`src/rtl/dac_ctrl_pkg.sv`:
```
// shared constants for the channel broadcast and soft clear control block
`default_nettype none
package dac_ctrl_pkg;
	// ----------------------------------------------------------------
	// geometry
	// ----------------------------------------------------------------
	localparam int unsigned CHANNELS    = 16;
	localparam int unsigned CODE_W      = 12;
	localparam int unsigned REG_W       = 16;
	localparam int unsigned ADDR_W      = 4;
	localparam int unsigned ALL_CODES_W = CHANNELS * CODE_W;

	// ----------------------------------------------------------------
	// register offsets
	// ----------------------------------------------------------------
	localparam logic [ADDR_W-1:0] BROADCAST_ACCEPT_MASK_OFS = 4'hB;
	localparam logic [ADDR_W-1:0] CHANNEL_SOFT_CLEAR_OFS    = 4'hC;
	localparam logic [ADDR_W-1:0] CLEAR_PIN_IGNORE_OFS      = 4'hD;
	localparam logic [ADDR_W-1:0] BROADCAST_CLEAR_CODE_OFS  = 4'hE;

	// ----------------------------------------------------------------
	// reset values and field layout
	// ----------------------------------------------------------------
	localparam logic [REG_W-1:0]  BROADCAST_ACCEPT_RST = 16'hFFFF;
	localparam logic [REG_W-1:0]  SOFT_CLEAR_RST       = 16'h0000;
	localparam logic [REG_W-1:0]  PIN_IGNORE_RST       = 16'h0000;
	localparam logic [CODE_W-1:0] CLEAR_CODE_RST       = 12'h000;
	localparam logic [REG_W-1:0]  READ_ZERO            = 16'h0000;
	localparam logic [3:0]        CODE_RSVD_BITS       = 4'h0;
	localparam int unsigned       CODE_FIELD_LSB       = 4;
	localparam int unsigned       CODE_FIELD_MSB       = 15;
endpackage : dac_ctrl_pkg
`default_nettype wire

```
`src/rtl/dac_channel_ctrl.sv`:
```
// broadcast accept mask, soft clear, clear pin mask and clear code control
`default_nettype none
// Operation
// RULE1: a channel whose broadcast accept bit is 0 is left untouched by broadcast writes.
// RULE2: a channel whose broadcast accept bit is 1 takes every broadcast write.
// RULE3: sixteen read/write broadcast accept bits, one per channel, all reset to 1.
// RULE4: the soft clear register at offset Ch is 16 bits read/write and resets to 0000h.
// RULE5: writing 1 to a channel's soft clear bit puts that channel in the clear state.
// RULE6: a channel in the clear state drives its stored clear code instead of its data code.
// RULE7: writing 0 to a soft clear bit returns the channel to driving its data code.
// RULE8: a write of the broadcast clear code loads its 12-bit code into every accepting channel.
// RULE9: the clear pin acts on a channel only while that channel's pin ignore bit is 0.
// RULE10: bit n of each register controls channel n alone, independent of all others.
module dac_channel_ctrl (
	input  wire logic                                   mclk_i,
	input  wire logic                                   nrst_i,
	input  wire logic                                   reg_wr_i,
	input  wire logic                                   reg_rd_i,
	input  wire logic [dac_ctrl_pkg::ADDR_W-1:0]        reg_addr_i,
	input  wire logic [dac_ctrl_pkg::REG_W-1:0]         reg_wdata_i,
	input  wire logic                                   multi_function_pin_i,
	input  wire logic                                   broadcast_data_wr_i,
	input  wire logic [dac_ctrl_pkg::CODE_W-1:0]        broadcast_data_i,
	input  wire logic [dac_ctrl_pkg::ALL_CODES_W-1:0]   data_code_i,
	output logic      [dac_ctrl_pkg::REG_W-1:0]         reg_rdata_o,
	output logic                                        reg_rvalid_o,
	output logic      [dac_ctrl_pkg::CHANNELS-1:0]      clear_active_o,
	output logic      [dac_ctrl_pkg::ALL_CODES_W-1:0]   dac_code_o,
	output logic      [dac_ctrl_pkg::CHANNELS-1:0]      broadcast_load_o,
	output logic      [dac_ctrl_pkg::CODE_W-1:0]        broadcast_code_o
);
	// ----------------------------------------------------------------
	// reset release
	// ----------------------------------------------------------------
	logic [1:0] rst_sync_q;
	logic       rst_n;

	// assert at once, release two edges later to avoid metastable release
	always_ff @(posedge mclk_i or negedge nrst_i) begin
		if (!nrst_i) begin
			rst_sync_q <= 2'h0;
		end else begin
			rst_sync_q <= {rst_sync_q[0], 1'b1};
		end
	end
	assign rst_n = rst_sync_q[1];

	// ----------------------------------------------------------------
	// state
	// ----------------------------------------------------------------
	typedef struct packed {
		logic                                 pin_s1;
		logic                                 pin_s2;
		logic [dac_ctrl_pkg::REG_W-1:0]       accept;
		logic [dac_ctrl_pkg::REG_W-1:0]       soft_clr;
		logic [dac_ctrl_pkg::REG_W-1:0]       pin_ignore;
		logic [dac_ctrl_pkg::CODE_W-1:0]      clr_code;
		logic [dac_ctrl_pkg::REG_W-1:0]       rdata;
		logic                                 rvalid;
		logic [dac_ctrl_pkg::CHANNELS-1:0]    clr_act;
		logic [dac_ctrl_pkg::ALL_CODES_W-1:0] dac_code;
		logic [dac_ctrl_pkg::CHANNELS-1:0]    bc_load;
		logic [dac_ctrl_pkg::CODE_W-1:0]      bc_code;
	} ctrl_s;

	ctrl_s r_q;
	ctrl_s r_d;

	logic [dac_ctrl_pkg::CHANNELS-1:0]    code_wr_en;
	logic [dac_ctrl_pkg::ALL_CODES_W-1:0] stored_codes;

	// address match, shared by the write and read decoders
	function automatic logic hit(input logic [dac_ctrl_pkg::ADDR_W-1:0] a,
	                             input logic [dac_ctrl_pkg::ADDR_W-1:0] ofs);
		hit = (a == ofs);
	endfunction : hit

	// ----------------------------------------------------------------
	// clear code storage
	// ----------------------------------------------------------------
	// only accepting channels see the broadcast clear code write
	assign code_wr_en = {dac_ctrl_pkg::CHANNELS{reg_wr_i &&
		hit(reg_addr_i, dac_ctrl_pkg::BROADCAST_CLEAR_CODE_OFS)}} & r_q.accept; // RULE8 RULE1

	clear_code_store u_store (
		.mclk_i    (mclk_i),
		.rst_n_i   (rst_n),
		.wr_en_i   (code_wr_en),
		.wr_code_i (reg_wdata_i[dac_ctrl_pkg::CODE_FIELD_MSB:dac_ctrl_pkg::CODE_FIELD_LSB]),
		.codes_o   (stored_codes)
	);

	// ----------------------------------------------------------------
	// next state
	// ----------------------------------------------------------------
	// one write per cycle; reads answer one cycle later, unmapped reads zero
	always_comb begin
		r_d        = r_q;
		r_d.pin_s1 = multi_function_pin_i;
		r_d.pin_s2 = r_q.pin_s1;
		if (reg_wr_i) begin
			if (hit(reg_addr_i, dac_ctrl_pkg::BROADCAST_ACCEPT_MASK_OFS)) begin
				r_d.accept = reg_wdata_i; // RULE3
			end else if (hit(reg_addr_i, dac_ctrl_pkg::CHANNEL_SOFT_CLEAR_OFS)) begin
				r_d.soft_clr = reg_wdata_i; // RULE4 RULE5 RULE7
			end else if (hit(reg_addr_i, dac_ctrl_pkg::CLEAR_PIN_IGNORE_OFS)) begin
				r_d.pin_ignore = reg_wdata_i; // RULE9
			end else if (hit(reg_addr_i, dac_ctrl_pkg::BROADCAST_CLEAR_CODE_OFS)) begin
				r_d.clr_code = reg_wdata_i[dac_ctrl_pkg::CODE_FIELD_MSB:dac_ctrl_pkg::CODE_FIELD_LSB];
			end
		end
		r_d.rvalid = reg_rd_i;
		r_d.rdata  = dac_ctrl_pkg::READ_ZERO;
		if (reg_rd_i) begin
			if (hit(reg_addr_i, dac_ctrl_pkg::BROADCAST_ACCEPT_MASK_OFS)) begin
				r_d.rdata = r_q.accept;
			end else if (hit(reg_addr_i, dac_ctrl_pkg::CHANNEL_SOFT_CLEAR_OFS)) begin
				r_d.rdata = r_q.soft_clr;
			end else if (hit(reg_addr_i, dac_ctrl_pkg::CLEAR_PIN_IGNORE_OFS)) begin
				r_d.rdata = r_q.pin_ignore;
			end else if (hit(reg_addr_i, dac_ctrl_pkg::BROADCAST_CLEAR_CODE_OFS)) begin
				r_d.rdata = {r_q.clr_code, dac_ctrl_pkg::CODE_RSVD_BITS}; // reserved low bits
			end
		end
		// each channel decides alone; kept in this process to avoid a loop through r_d
		for (int n = 0; n < dac_ctrl_pkg::CHANNELS; n++) begin
			r_d.clr_act[n] = r_d.soft_clr[n] ||
				(r_q.pin_s2 && !r_d.pin_ignore[n]); // RULE5 RULE7 RULE9 RULE10
			r_d.dac_code[n*dac_ctrl_pkg::CODE_W +: dac_ctrl_pkg::CODE_W] = r_d.clr_act[n] ?
				stored_codes[n*dac_ctrl_pkg::CODE_W +: dac_ctrl_pkg::CODE_W] :
				data_code_i[n*dac_ctrl_pkg::CODE_W +: dac_ctrl_pkg::CODE_W]; // RULE6
		end
		// data broadcast strobes go only to accepting channels
		r_d.bc_load = {dac_ctrl_pkg::CHANNELS{broadcast_data_wr_i}} & r_q.accept; // RULE1 RULE2
		r_d.bc_code = broadcast_data_i;
	end

	// ----------------------------------------------------------------
	// registers
	// ----------------------------------------------------------------
	always_ff @(posedge mclk_i or negedge rst_n) begin
		if (!rst_n) begin
			r_q.pin_s1     <= 1'b0;
			r_q.pin_s2     <= 1'b0;
			r_q.accept     <= dac_ctrl_pkg::BROADCAST_ACCEPT_RST; // RULE3
			r_q.soft_clr   <= dac_ctrl_pkg::SOFT_CLEAR_RST; // RULE4
			r_q.pin_ignore <= dac_ctrl_pkg::PIN_IGNORE_RST;
			r_q.clr_code   <= dac_ctrl_pkg::CLEAR_CODE_RST;
			r_q.rdata      <= dac_ctrl_pkg::READ_ZERO;
			r_q.rvalid     <= 1'b0;
			r_q.clr_act    <= '0;
			r_q.dac_code   <= '0;
			r_q.bc_load    <= '0;
			r_q.bc_code    <= dac_ctrl_pkg::CLEAR_CODE_RST;
		end else begin
			r_q <= r_d;
		end
	end

	assign reg_rdata_o      = r_q.rdata;
	assign reg_rvalid_o     = r_q.rvalid;
	assign clear_active_o   = r_q.clr_act;
	assign dac_code_o       = r_q.dac_code;
	assign broadcast_load_o = r_q.bc_load;
	assign broadcast_code_o = r_q.bc_code;
endmodule : dac_channel_ctrl
`default_nettype wire

```
`src/rtl/clear_code_store.sv`:
```
// per-channel clear code storage with a write enable per channel
`default_nettype none
module clear_code_store (
	input  wire logic                                   mclk_i,
	input  wire logic                                   rst_n_i,
	input  wire logic [dac_ctrl_pkg::CHANNELS-1:0]      wr_en_i,
	input  wire logic [dac_ctrl_pkg::CODE_W-1:0]        wr_code_i,
	output logic      [dac_ctrl_pkg::ALL_CODES_W-1:0]   codes_o
);
	// ----------------------------------------------------------------
	// storage
	// ----------------------------------------------------------------
	typedef struct packed {
		logic [dac_ctrl_pkg::ALL_CODES_W-1:0] codes;
	} store_s;

	store_s r_q;
	store_s r_d;

	// each enabled channel takes the shared code, others hold
	always_comb begin
		r_d = r_q;
		for (int n = 0; n < dac_ctrl_pkg::CHANNELS; n++) begin
			if (wr_en_i[n]) begin
				r_d.codes[n*dac_ctrl_pkg::CODE_W +: dac_ctrl_pkg::CODE_W] = wr_code_i;
			end
		end
	end

	// register the whole array; read data is the registered contents
	always_ff @(posedge mclk_i or negedge rst_n_i) begin
		if (!rst_n_i) begin
			r_q.codes <= {dac_ctrl_pkg::CHANNELS{dac_ctrl_pkg::CLEAR_CODE_RST}};
		end else begin
			r_q <= r_d;
		end
	end

	assign codes_o = r_q.codes;
endmodule : clear_code_store
`default_nettype wire

```
`config.mk`:
```
export PLATFORM = sky130hd
export DESIGN_NAME = dac_channel_ctrl
export DESIGN_NICKNAME = d
export VERILOG_FILES = /design/src/rtl/dac_ctrl_pkg.sv /design/src/rtl/dac_channel_ctrl.sv /design/src/rtl/clear_code_store.sv
export SDC_FILE = /design/constraint.sdc
export NUM_CORES = 1
export LEC_CHECK = 0
export ABC_AREA = 1
export BUFFER_PORTS_ARGS = -buffer_cell sky130_fd_sc_hd__buf_2
export CAP_MARGIN = 20
export CORE_MARGIN = 2
export CORE_UTILIZATION = 30
export CTS_CLUSTER_DIAMETER = 60
export CTS_CLUSTER_SIZE = 24
export DETAILED_ROUTE_END_ITERATION = 10
export PLACE_DENSITY_LB_ADDON = 0.12
export SLEW_MARGIN = 20
export SYNTH_ARGS = -nofsm -noshare
export SYNTH_HDL_FRONTEND = slang
export SYNTH_SLANG_ARGS = --single-unit
```
`constraint.sdc`:
```
create_clock -name mclk_i -period 19.5 [get_ports mclk_i]
set_clock_uncertainty 0.05 [all_clocks]
set_input_delay 0.975 -clock mclk_i [delete_from_list [all_inputs] [get_ports mclk_i]]
set_output_delay 0.975 -clock mclk_i [all_outputs]
set_load 0.03 [all_outputs]
```
==> qor.yml, run 1 <==
fmax_mhz: 289
power_density_nw_per_um2: 127
clockBufferDepth: 3
min_path_type: "input port to async pin"
rows: 97
tightest_slew_ns: 1.06
ant_nets: 0
tritoncts: "yes"
syn_nets: 2451
hpwl_um: 43200
power.share.switching_pct: 35.5
grt_pass1_vias: 15500
power_frac_seq_pct: 44.1
hold_viol: 0
firstDrtPassIters: 5
syn2layout_area_growth_pct: 13.2
final_cell_mix: "nand2_1 (723), dfrtp_1 (491), buf_2 (482)"
cp_max_fo: 25
vias_per_cell: 4.43
clkLatencyLatePin_ns: 0.60
p_leak_uw: 0.0130
p_int_uw: 1980
place_congestion: 0.757
start_util_pct: 30.4
track_usage_pct: 17.6
slew_headroom_pct: 29.1
fin_crit_sh_pct: 17.8
status: "complete, no violations"
rr_worst_depth: 2
cts_hold_buf: 0
endpoint_kind: "flop"
layout.cells.non_filler: 3384
cts_buffers: 50
port_buffers: 482
cts.sinks: 509
tns_ns: 0
finalMaxSlewViolations: 0
place_inst: 3286
drive_gt1_share_pct: 27.6
layout_commonest_cell: "nand2_1"
drc: 0
stdcell_area_um2: 24200
setup_viol: 0
syn_inst: 2221
fin_util_pct: 34.4
root_buffer: "clkbuf_16"
ys_ff_latch: 509
net-switching-power_uw: 1090
worstPathRequired_ns: 19.96
overflow: 0
cts_setup_buffers: 0
critPathSlowestCell: "inv_2"
antenna_found_initial: 13
placed_area_um2: 22400
ir_drop_mv: 0.0527
synth.avg_cell_area_um2: 9.63
slowest_delay_ns: 0.73
die_area_um2: 73400
avgRoutedWirePerCell_um: 19.3
synthesis.area_um2: 21400
final.min_clock_period_ns: 3.46
postCtsResizedCells: 0
ys_warn_count: 0
die_h_um: 271
ys_types: 27
ys_seq_area_share_pct: 59.7
critical_path_class: "input port to flop"
num_vias: 15000
rrSetupSlack_ns: 17.08
r2r-start: "rst_sync_q[1]$_DFF_PN0_"
die_w_um: 271
htreeDepth: 2
clkSlewWorstSetupHoldPaths_ns: 0.09
core_um2: 70300
clkPwrFrac_pct: 33.9
wl_um: 65200
grt_max_degree: 167
io_pins: 483
p_comb_share_pct: 21.9
crit_path_start_kind: "input port"
rsz0062_at_grt: "false"
crit_arrival_ns: 3.92
grt_first_pass_wirelength_um: 97600
cap_viol_max_count: 0
r2r-end: "dac_code_o[105]$_DFF_PN0_"
drt_iter0_markers: 937
nets: 2628
cp_cell_sequence: "buf_2, inv_1, nor3_4, nand2_2, inv_2, nand2_1, o21ai_0"
-- kinds of logic (layout without fill, tap and decap cells) --
logic type / after synthesis / after routing / share of synthesized area, %
AO/OA/AOI/OAI: 255 / 255 / 6.25
buffers and inverters: 435 / 653 / 13.7
flip-flops: 509 / 509 / 59.7
other: 1 / 6 / 0.0175
AND/OR/NAND/NOR: 1021 / 1021 / 20.3
-- flip-flops by register name (all words and copies together), names as in the netlist, 2 cells and up --
name and cells:
reg_rdata_o 16, clear_active_o 16, rst_sync_q 2, broadcast_code_o 12, dac_code_o 192, r_q 61
broadcast_load_o 16, u_store.codes_o 192
-- per-layer routing --
layer	share of wire, %	vias up	GRT usage [%]
li1	-	7209	-
met1	45	7314	23.7
met2	47	383	28.7
met3	6.7	89	4.46
met4	1.6	12	3.55
met5	0.098	-	0
-- power groups by stage --
| stage | clock network [µW] | logic [µW] | registers (µW) |
|---|---|---|---|
| 2_1_floorplan | 0 | 614 | 1360 |
| 3_3_place_gp | 0 | 680 | 1380 |
| 3_5_place_dp | 0 | 687 | 1370 |
| 4_1_cts | 1080 | 688 | 1360 |
| 5_1_grt | 1120 | 743 | 1380 |
| 6_report | 1040 | 674 | 1350 |
-- critical path, delay by kind of cell --
kind	cells	cell delay, ns
buffers and inverters	3	0.91
AND/OR/NAND/NOR	3	1.65
AO/OA/AOI/OAI	1	0.35
-- area by class of cell --
| type | instances | area, µm² |
|---|---|---|
| diodes | 5 | 12.5 |
| inverters | 68 | 255 |
| clock inverters | 37 | 433 |
| clock buffers | 56 | 1360 |
| multi-input cells | 1277 | 5690 |
| repair buffers | 492 | 2520 |
| flip-flops and latches | 509 | 12800 |
| well taps | 940 | 1180 |
| fillers | 7330 | 46100 |
-- per-stage QoR --
| step | setup slack (ns) | hold WS (ns) | total power [µW] |
|---|---|---|---|
| finish | 16.04 | 0.113 | 3070 |
| global route | 15.65 | 0.0749 | 3240 |
| CTS | 15.98 | 0.0627 | 3120 |
| detailed placement | 15.31 | 0.290 | 2060 |
| global placement | 15.41 | 0.288 | 2060 |
| floorplan | 4.24 | 0.281 | 1970 |
-- how the worst max path moves through the flow --
| stage | start | end | slack (ns) | cells after the start |
|---|---|---|---|---|
| after detailed placement | reg_addr_i[1] | u_store.codes_o[177]$_DFFE_PN0P_ | 15.31 | 7 |
| final | reg_addr_i[1] | u_store.codes_o[138]$_DFFE_PN0P_ | 16.04 | 7 |
| after floorplan | rst_sync_q[1]$_DFF_PN0_ | broadcast_code_o[0]$_DFF_PN0_ | 4.24 | 0 |
| after CTS | reg_addr_i[1] | u_store.codes_o[170]$_DFFE_PN0P_ | 15.98 | 7 |
| after global routing | reg_addr_i[1] | u_store.codes_o[147]$_DFFE_PN0P_ | 15.65 | 7 |
| after global placement | reg_addr_i[1] | u_store.codes_o[125]$_DFFE_PN0P_ | 15.41 | 8 |
-- cell usage after synthesis, drive strengths merged --
cell,instances,area [µm²]
a21oi,5,25.0
a31oi,1,6.26
buf,340,2580
clkbuf,27,101
clkinv,1,3.75
conb,1,3.75
dfrtp,493,12300
dfstp,16,420
inv,67,251
nand2,749,2930
nand3,231,1230
nor2,30,123
nor3,11,66.3
o21ai,249,1310
(Power assumes the default switching activity.)
==> run 2: changes to the inputs <==
==> constraint.sdc (replaced) <==
create_clock -name mclk_i -period 3.3 [get_ports mclk_i]
set_clock_uncertainty 0.05 [all_clocks]
set_input_delay 0.165 -clock mclk_i [delete_from_list [all_inputs] [get_ports mclk_i]]
set_output_delay 0.165 -clock mclk_i [all_outputs]
set_load 0.03 [all_outputs]
==> qor.yml, run 2 (synthesized netlist as in run 1, its figures left out) <==
final_cell_mix: "nand2_1 (723), dfrtp_1 (491), buf_2 (482)"
cts_setup_buffers: 0  # unchanged
endpoint_kind: "flop"
worst_slack_ns: 1.13  # -14.91 ns
slowest_delay_ns: 0.80  # +0.07 ns
nets: 2870  # +9.2%
tightest_slew_ns: 0.835  # -0.226 ns
layout_commonest_cell: "nand2_1"
cp_common_cell: "nand2_1"
syn2layout_area_growth_pct: 23.8
cts_buffers: 48  # -4.0%
cap_viol_max_count: 0  # unchanged
grt_first_pass_wirelength_um: 101000  # +4.0%
core_um2: 70300  # unchanged
final.min_clock_period_ns: 2.17
rsz0062_at_grt: "false"
slew_headroom_pct: 44.3  # +15 points
wl_um: 67600  # +3.7%
clockBufferDepth: 3  # unchanged
drive_gt1_share_pct: 25.3  # -2.3 points
postCtsResizedCells: 0  # unchanged
start_util_pct: 30.4  # unchanged
fin_crit_sh_pct: 65.8
min_path_type: "input port to flop"
critPathSlowestCell: "dfrtp_2"
overflow: 0  # unchanged
num_vias: 16100  # +7.0%
drc: 0  # unchanged
fillers: 7131  # -2.7%
drt_iter0_markers: 884  # -5.7%
p_leak_uw: 0.0140  # +7.4%
hpwl_um: 45400  # +5.1%
ir_drop_mv: 0.386  # +630%
fin_util_pct: 37.7  # +3.2 points
cp_cell_sequence: "nand3_1, nand2_1, nand2_1, nand2_1"
root_buffer: "clkbuf_16"
post-place-ws_ns: 0.610  # -14.70 ns
crit_path_start_kind: "flop"
tritoncts: "yes"
cp_max_fo: 16  # -36%
hold_viol: 0  # unchanged
antenna_found_initial: 5  # -8
track_usage_pct: 18.2  # +0.60 points
firstDrtPassIters: 5  # unchanged
cts.sinks: 509  # unchanged
status: "complete, no violations"
critical_path_class: "flop to flop"
place_congestion: 0.769  # +1.5%
htreeDepth: 2  # unchanged
die_area_um2: 73400  # unchanged
power_density_nw_per_um2: 681  # +440%
io_pins: 483  # unchanged
cp_num_buf_inv: 0  # -3
vias_per_cell: 4.43  # about the same
die_w_um: 271  # unchanged
grt_max_degree: 117  # -30%
fmax_mhz: 461
die_h_um: 271  # unchanged
setup_viol: 0  # unchanged
cpLargestDelayFamily: "simple AND/OR/NAND/NOR gates"
clkSlewWorstSetupHoldPaths_ns: 0.07  # -0.02 ns
ant_nets: 0  # unchanged
clkLatencyLatePin_ns: 0.59  # about the same
crit_arrival_ns: 2.64  # -1.28 ns
worstPathRequired_ns: 3.77  # -16.19 ns
rows: 97  # unchanged
regArea_um2: 12800  # unchanged
grt_pass1_vias: 16700  # +7.5%
multiInputGateArea_um2: 5690  # unchanged
finalMaxSlewViolations: 0  # unchanged
avgRoutedWirePerCell_um: 18.7  # -3.1%
port_buffers: 482  # unchanged
-- run 2: cell types whose count changed in the layout (fill, tap and decap cells not counted), moves of 4 or more --
cell           change
buf_12             +5
bufinv_16          +4
inv_6              -4
dlygate4sd3_1    +225
clkinv_8           -7
clkbuf_1           +7
inv_12             -6
buf_4             +15
clkbuf_16          -5
-- run 2: worst paths after layout --
kind                                                          to  slack (ns)               startpoint  cells past startpoint
worst max-delay path                    dac_code_o[35]$_DFF_PN0_        1.13       r_q[313]$_DFF_PN0_                      4
worst min-delay path                        r_q[300]$_DFFE_PN1P_        0.10                 reg_wr_i                      4
worst max register to register          dac_code_o[35]$_DFF_PN0_        1.13       r_q[313]$_DFF_PN0_                      4
worst min register to register  u_store.codes_o[183]$_DFFE_PN0P_        0.22  rst_sync_q[1]$_DFF_PN0_                      0
max in group asynchronous                     r_q[271]$_DFF_PN0_        1.90  rst_sync_q[1]$_DFF_PN0_                      1
min in group asynchronous       u_store.codes_o[183]$_DFFE_PN0P_        0.22  rst_sync_q[1]$_DFF_PN0_                      0
-- run 2: report_power, final --
part	leakage [µW]	internal, µW	switching, µW
Combinational	0.00659	1280	2960
Sequential	0.00659	7430	585
Clock	0.000790	3130	2660
Total	0.0140	11800	6200
-- run 2: worst min-delay path, delay by kind of cell --
| kind | cells | cell delay [ns] |
|---|---|---|
| buffers and inverters | 2 | 0.40 |
| AND/OR/NAND/NOR | 2 | 0.18 |
-- run 2: timing repair --
item / 4_1_cts / 5_1_grt
hold buffers: 225 / 0
endpoints found under the hold margin: 258 / 0
endpoints found under the setup margin: 0 / 0
-- run 2: area by class of cell --
class                      instances  share of cell area, %
sequential                       509                   48.2
multi-input combinational       1277                   21.5
timing repair buffer             736                   18.8
clock buffer                      58                   4.75
tap                              940                   4.44
clock inverter                    31                   1.38
inverter                          68                  0.964
antenna                            3                 0.0283
-- run 2: through the flow --
step                setup TNS [ns]  cells  cell area [µm²]  hold WS, ns  power (µW)
global route                     0   3622            26500       0.0956       19100
finish                           0   3622            26500        0.104       18000
global placement                 0   3305            22600      -0.0984       12200
CTS                              0   3619            26500       0.0457       18300
floorplan                  -841.99   2221            21400       -0.181       11600
detailed placement               0   3305            22600      -0.0918       12200
-- run 2: metal layers --
| metal | wire length, µm | track usage, % | vias to the layer above | part of all wire [%] |
|---|---|---|---|---|
| met3 | 4030 | 3.91 | 88 | 6.0 |
| met5 | 0 | 0 | - | 0 |
| met4 | 1470 | 4.78 | 0 | 2.2 |
| met2 | 32000 | 29.8 | 444 | 47 |
| li1 | - | - | 7679 | - |
| met1 | 30100 | 24.3 | 7840 | 44 |
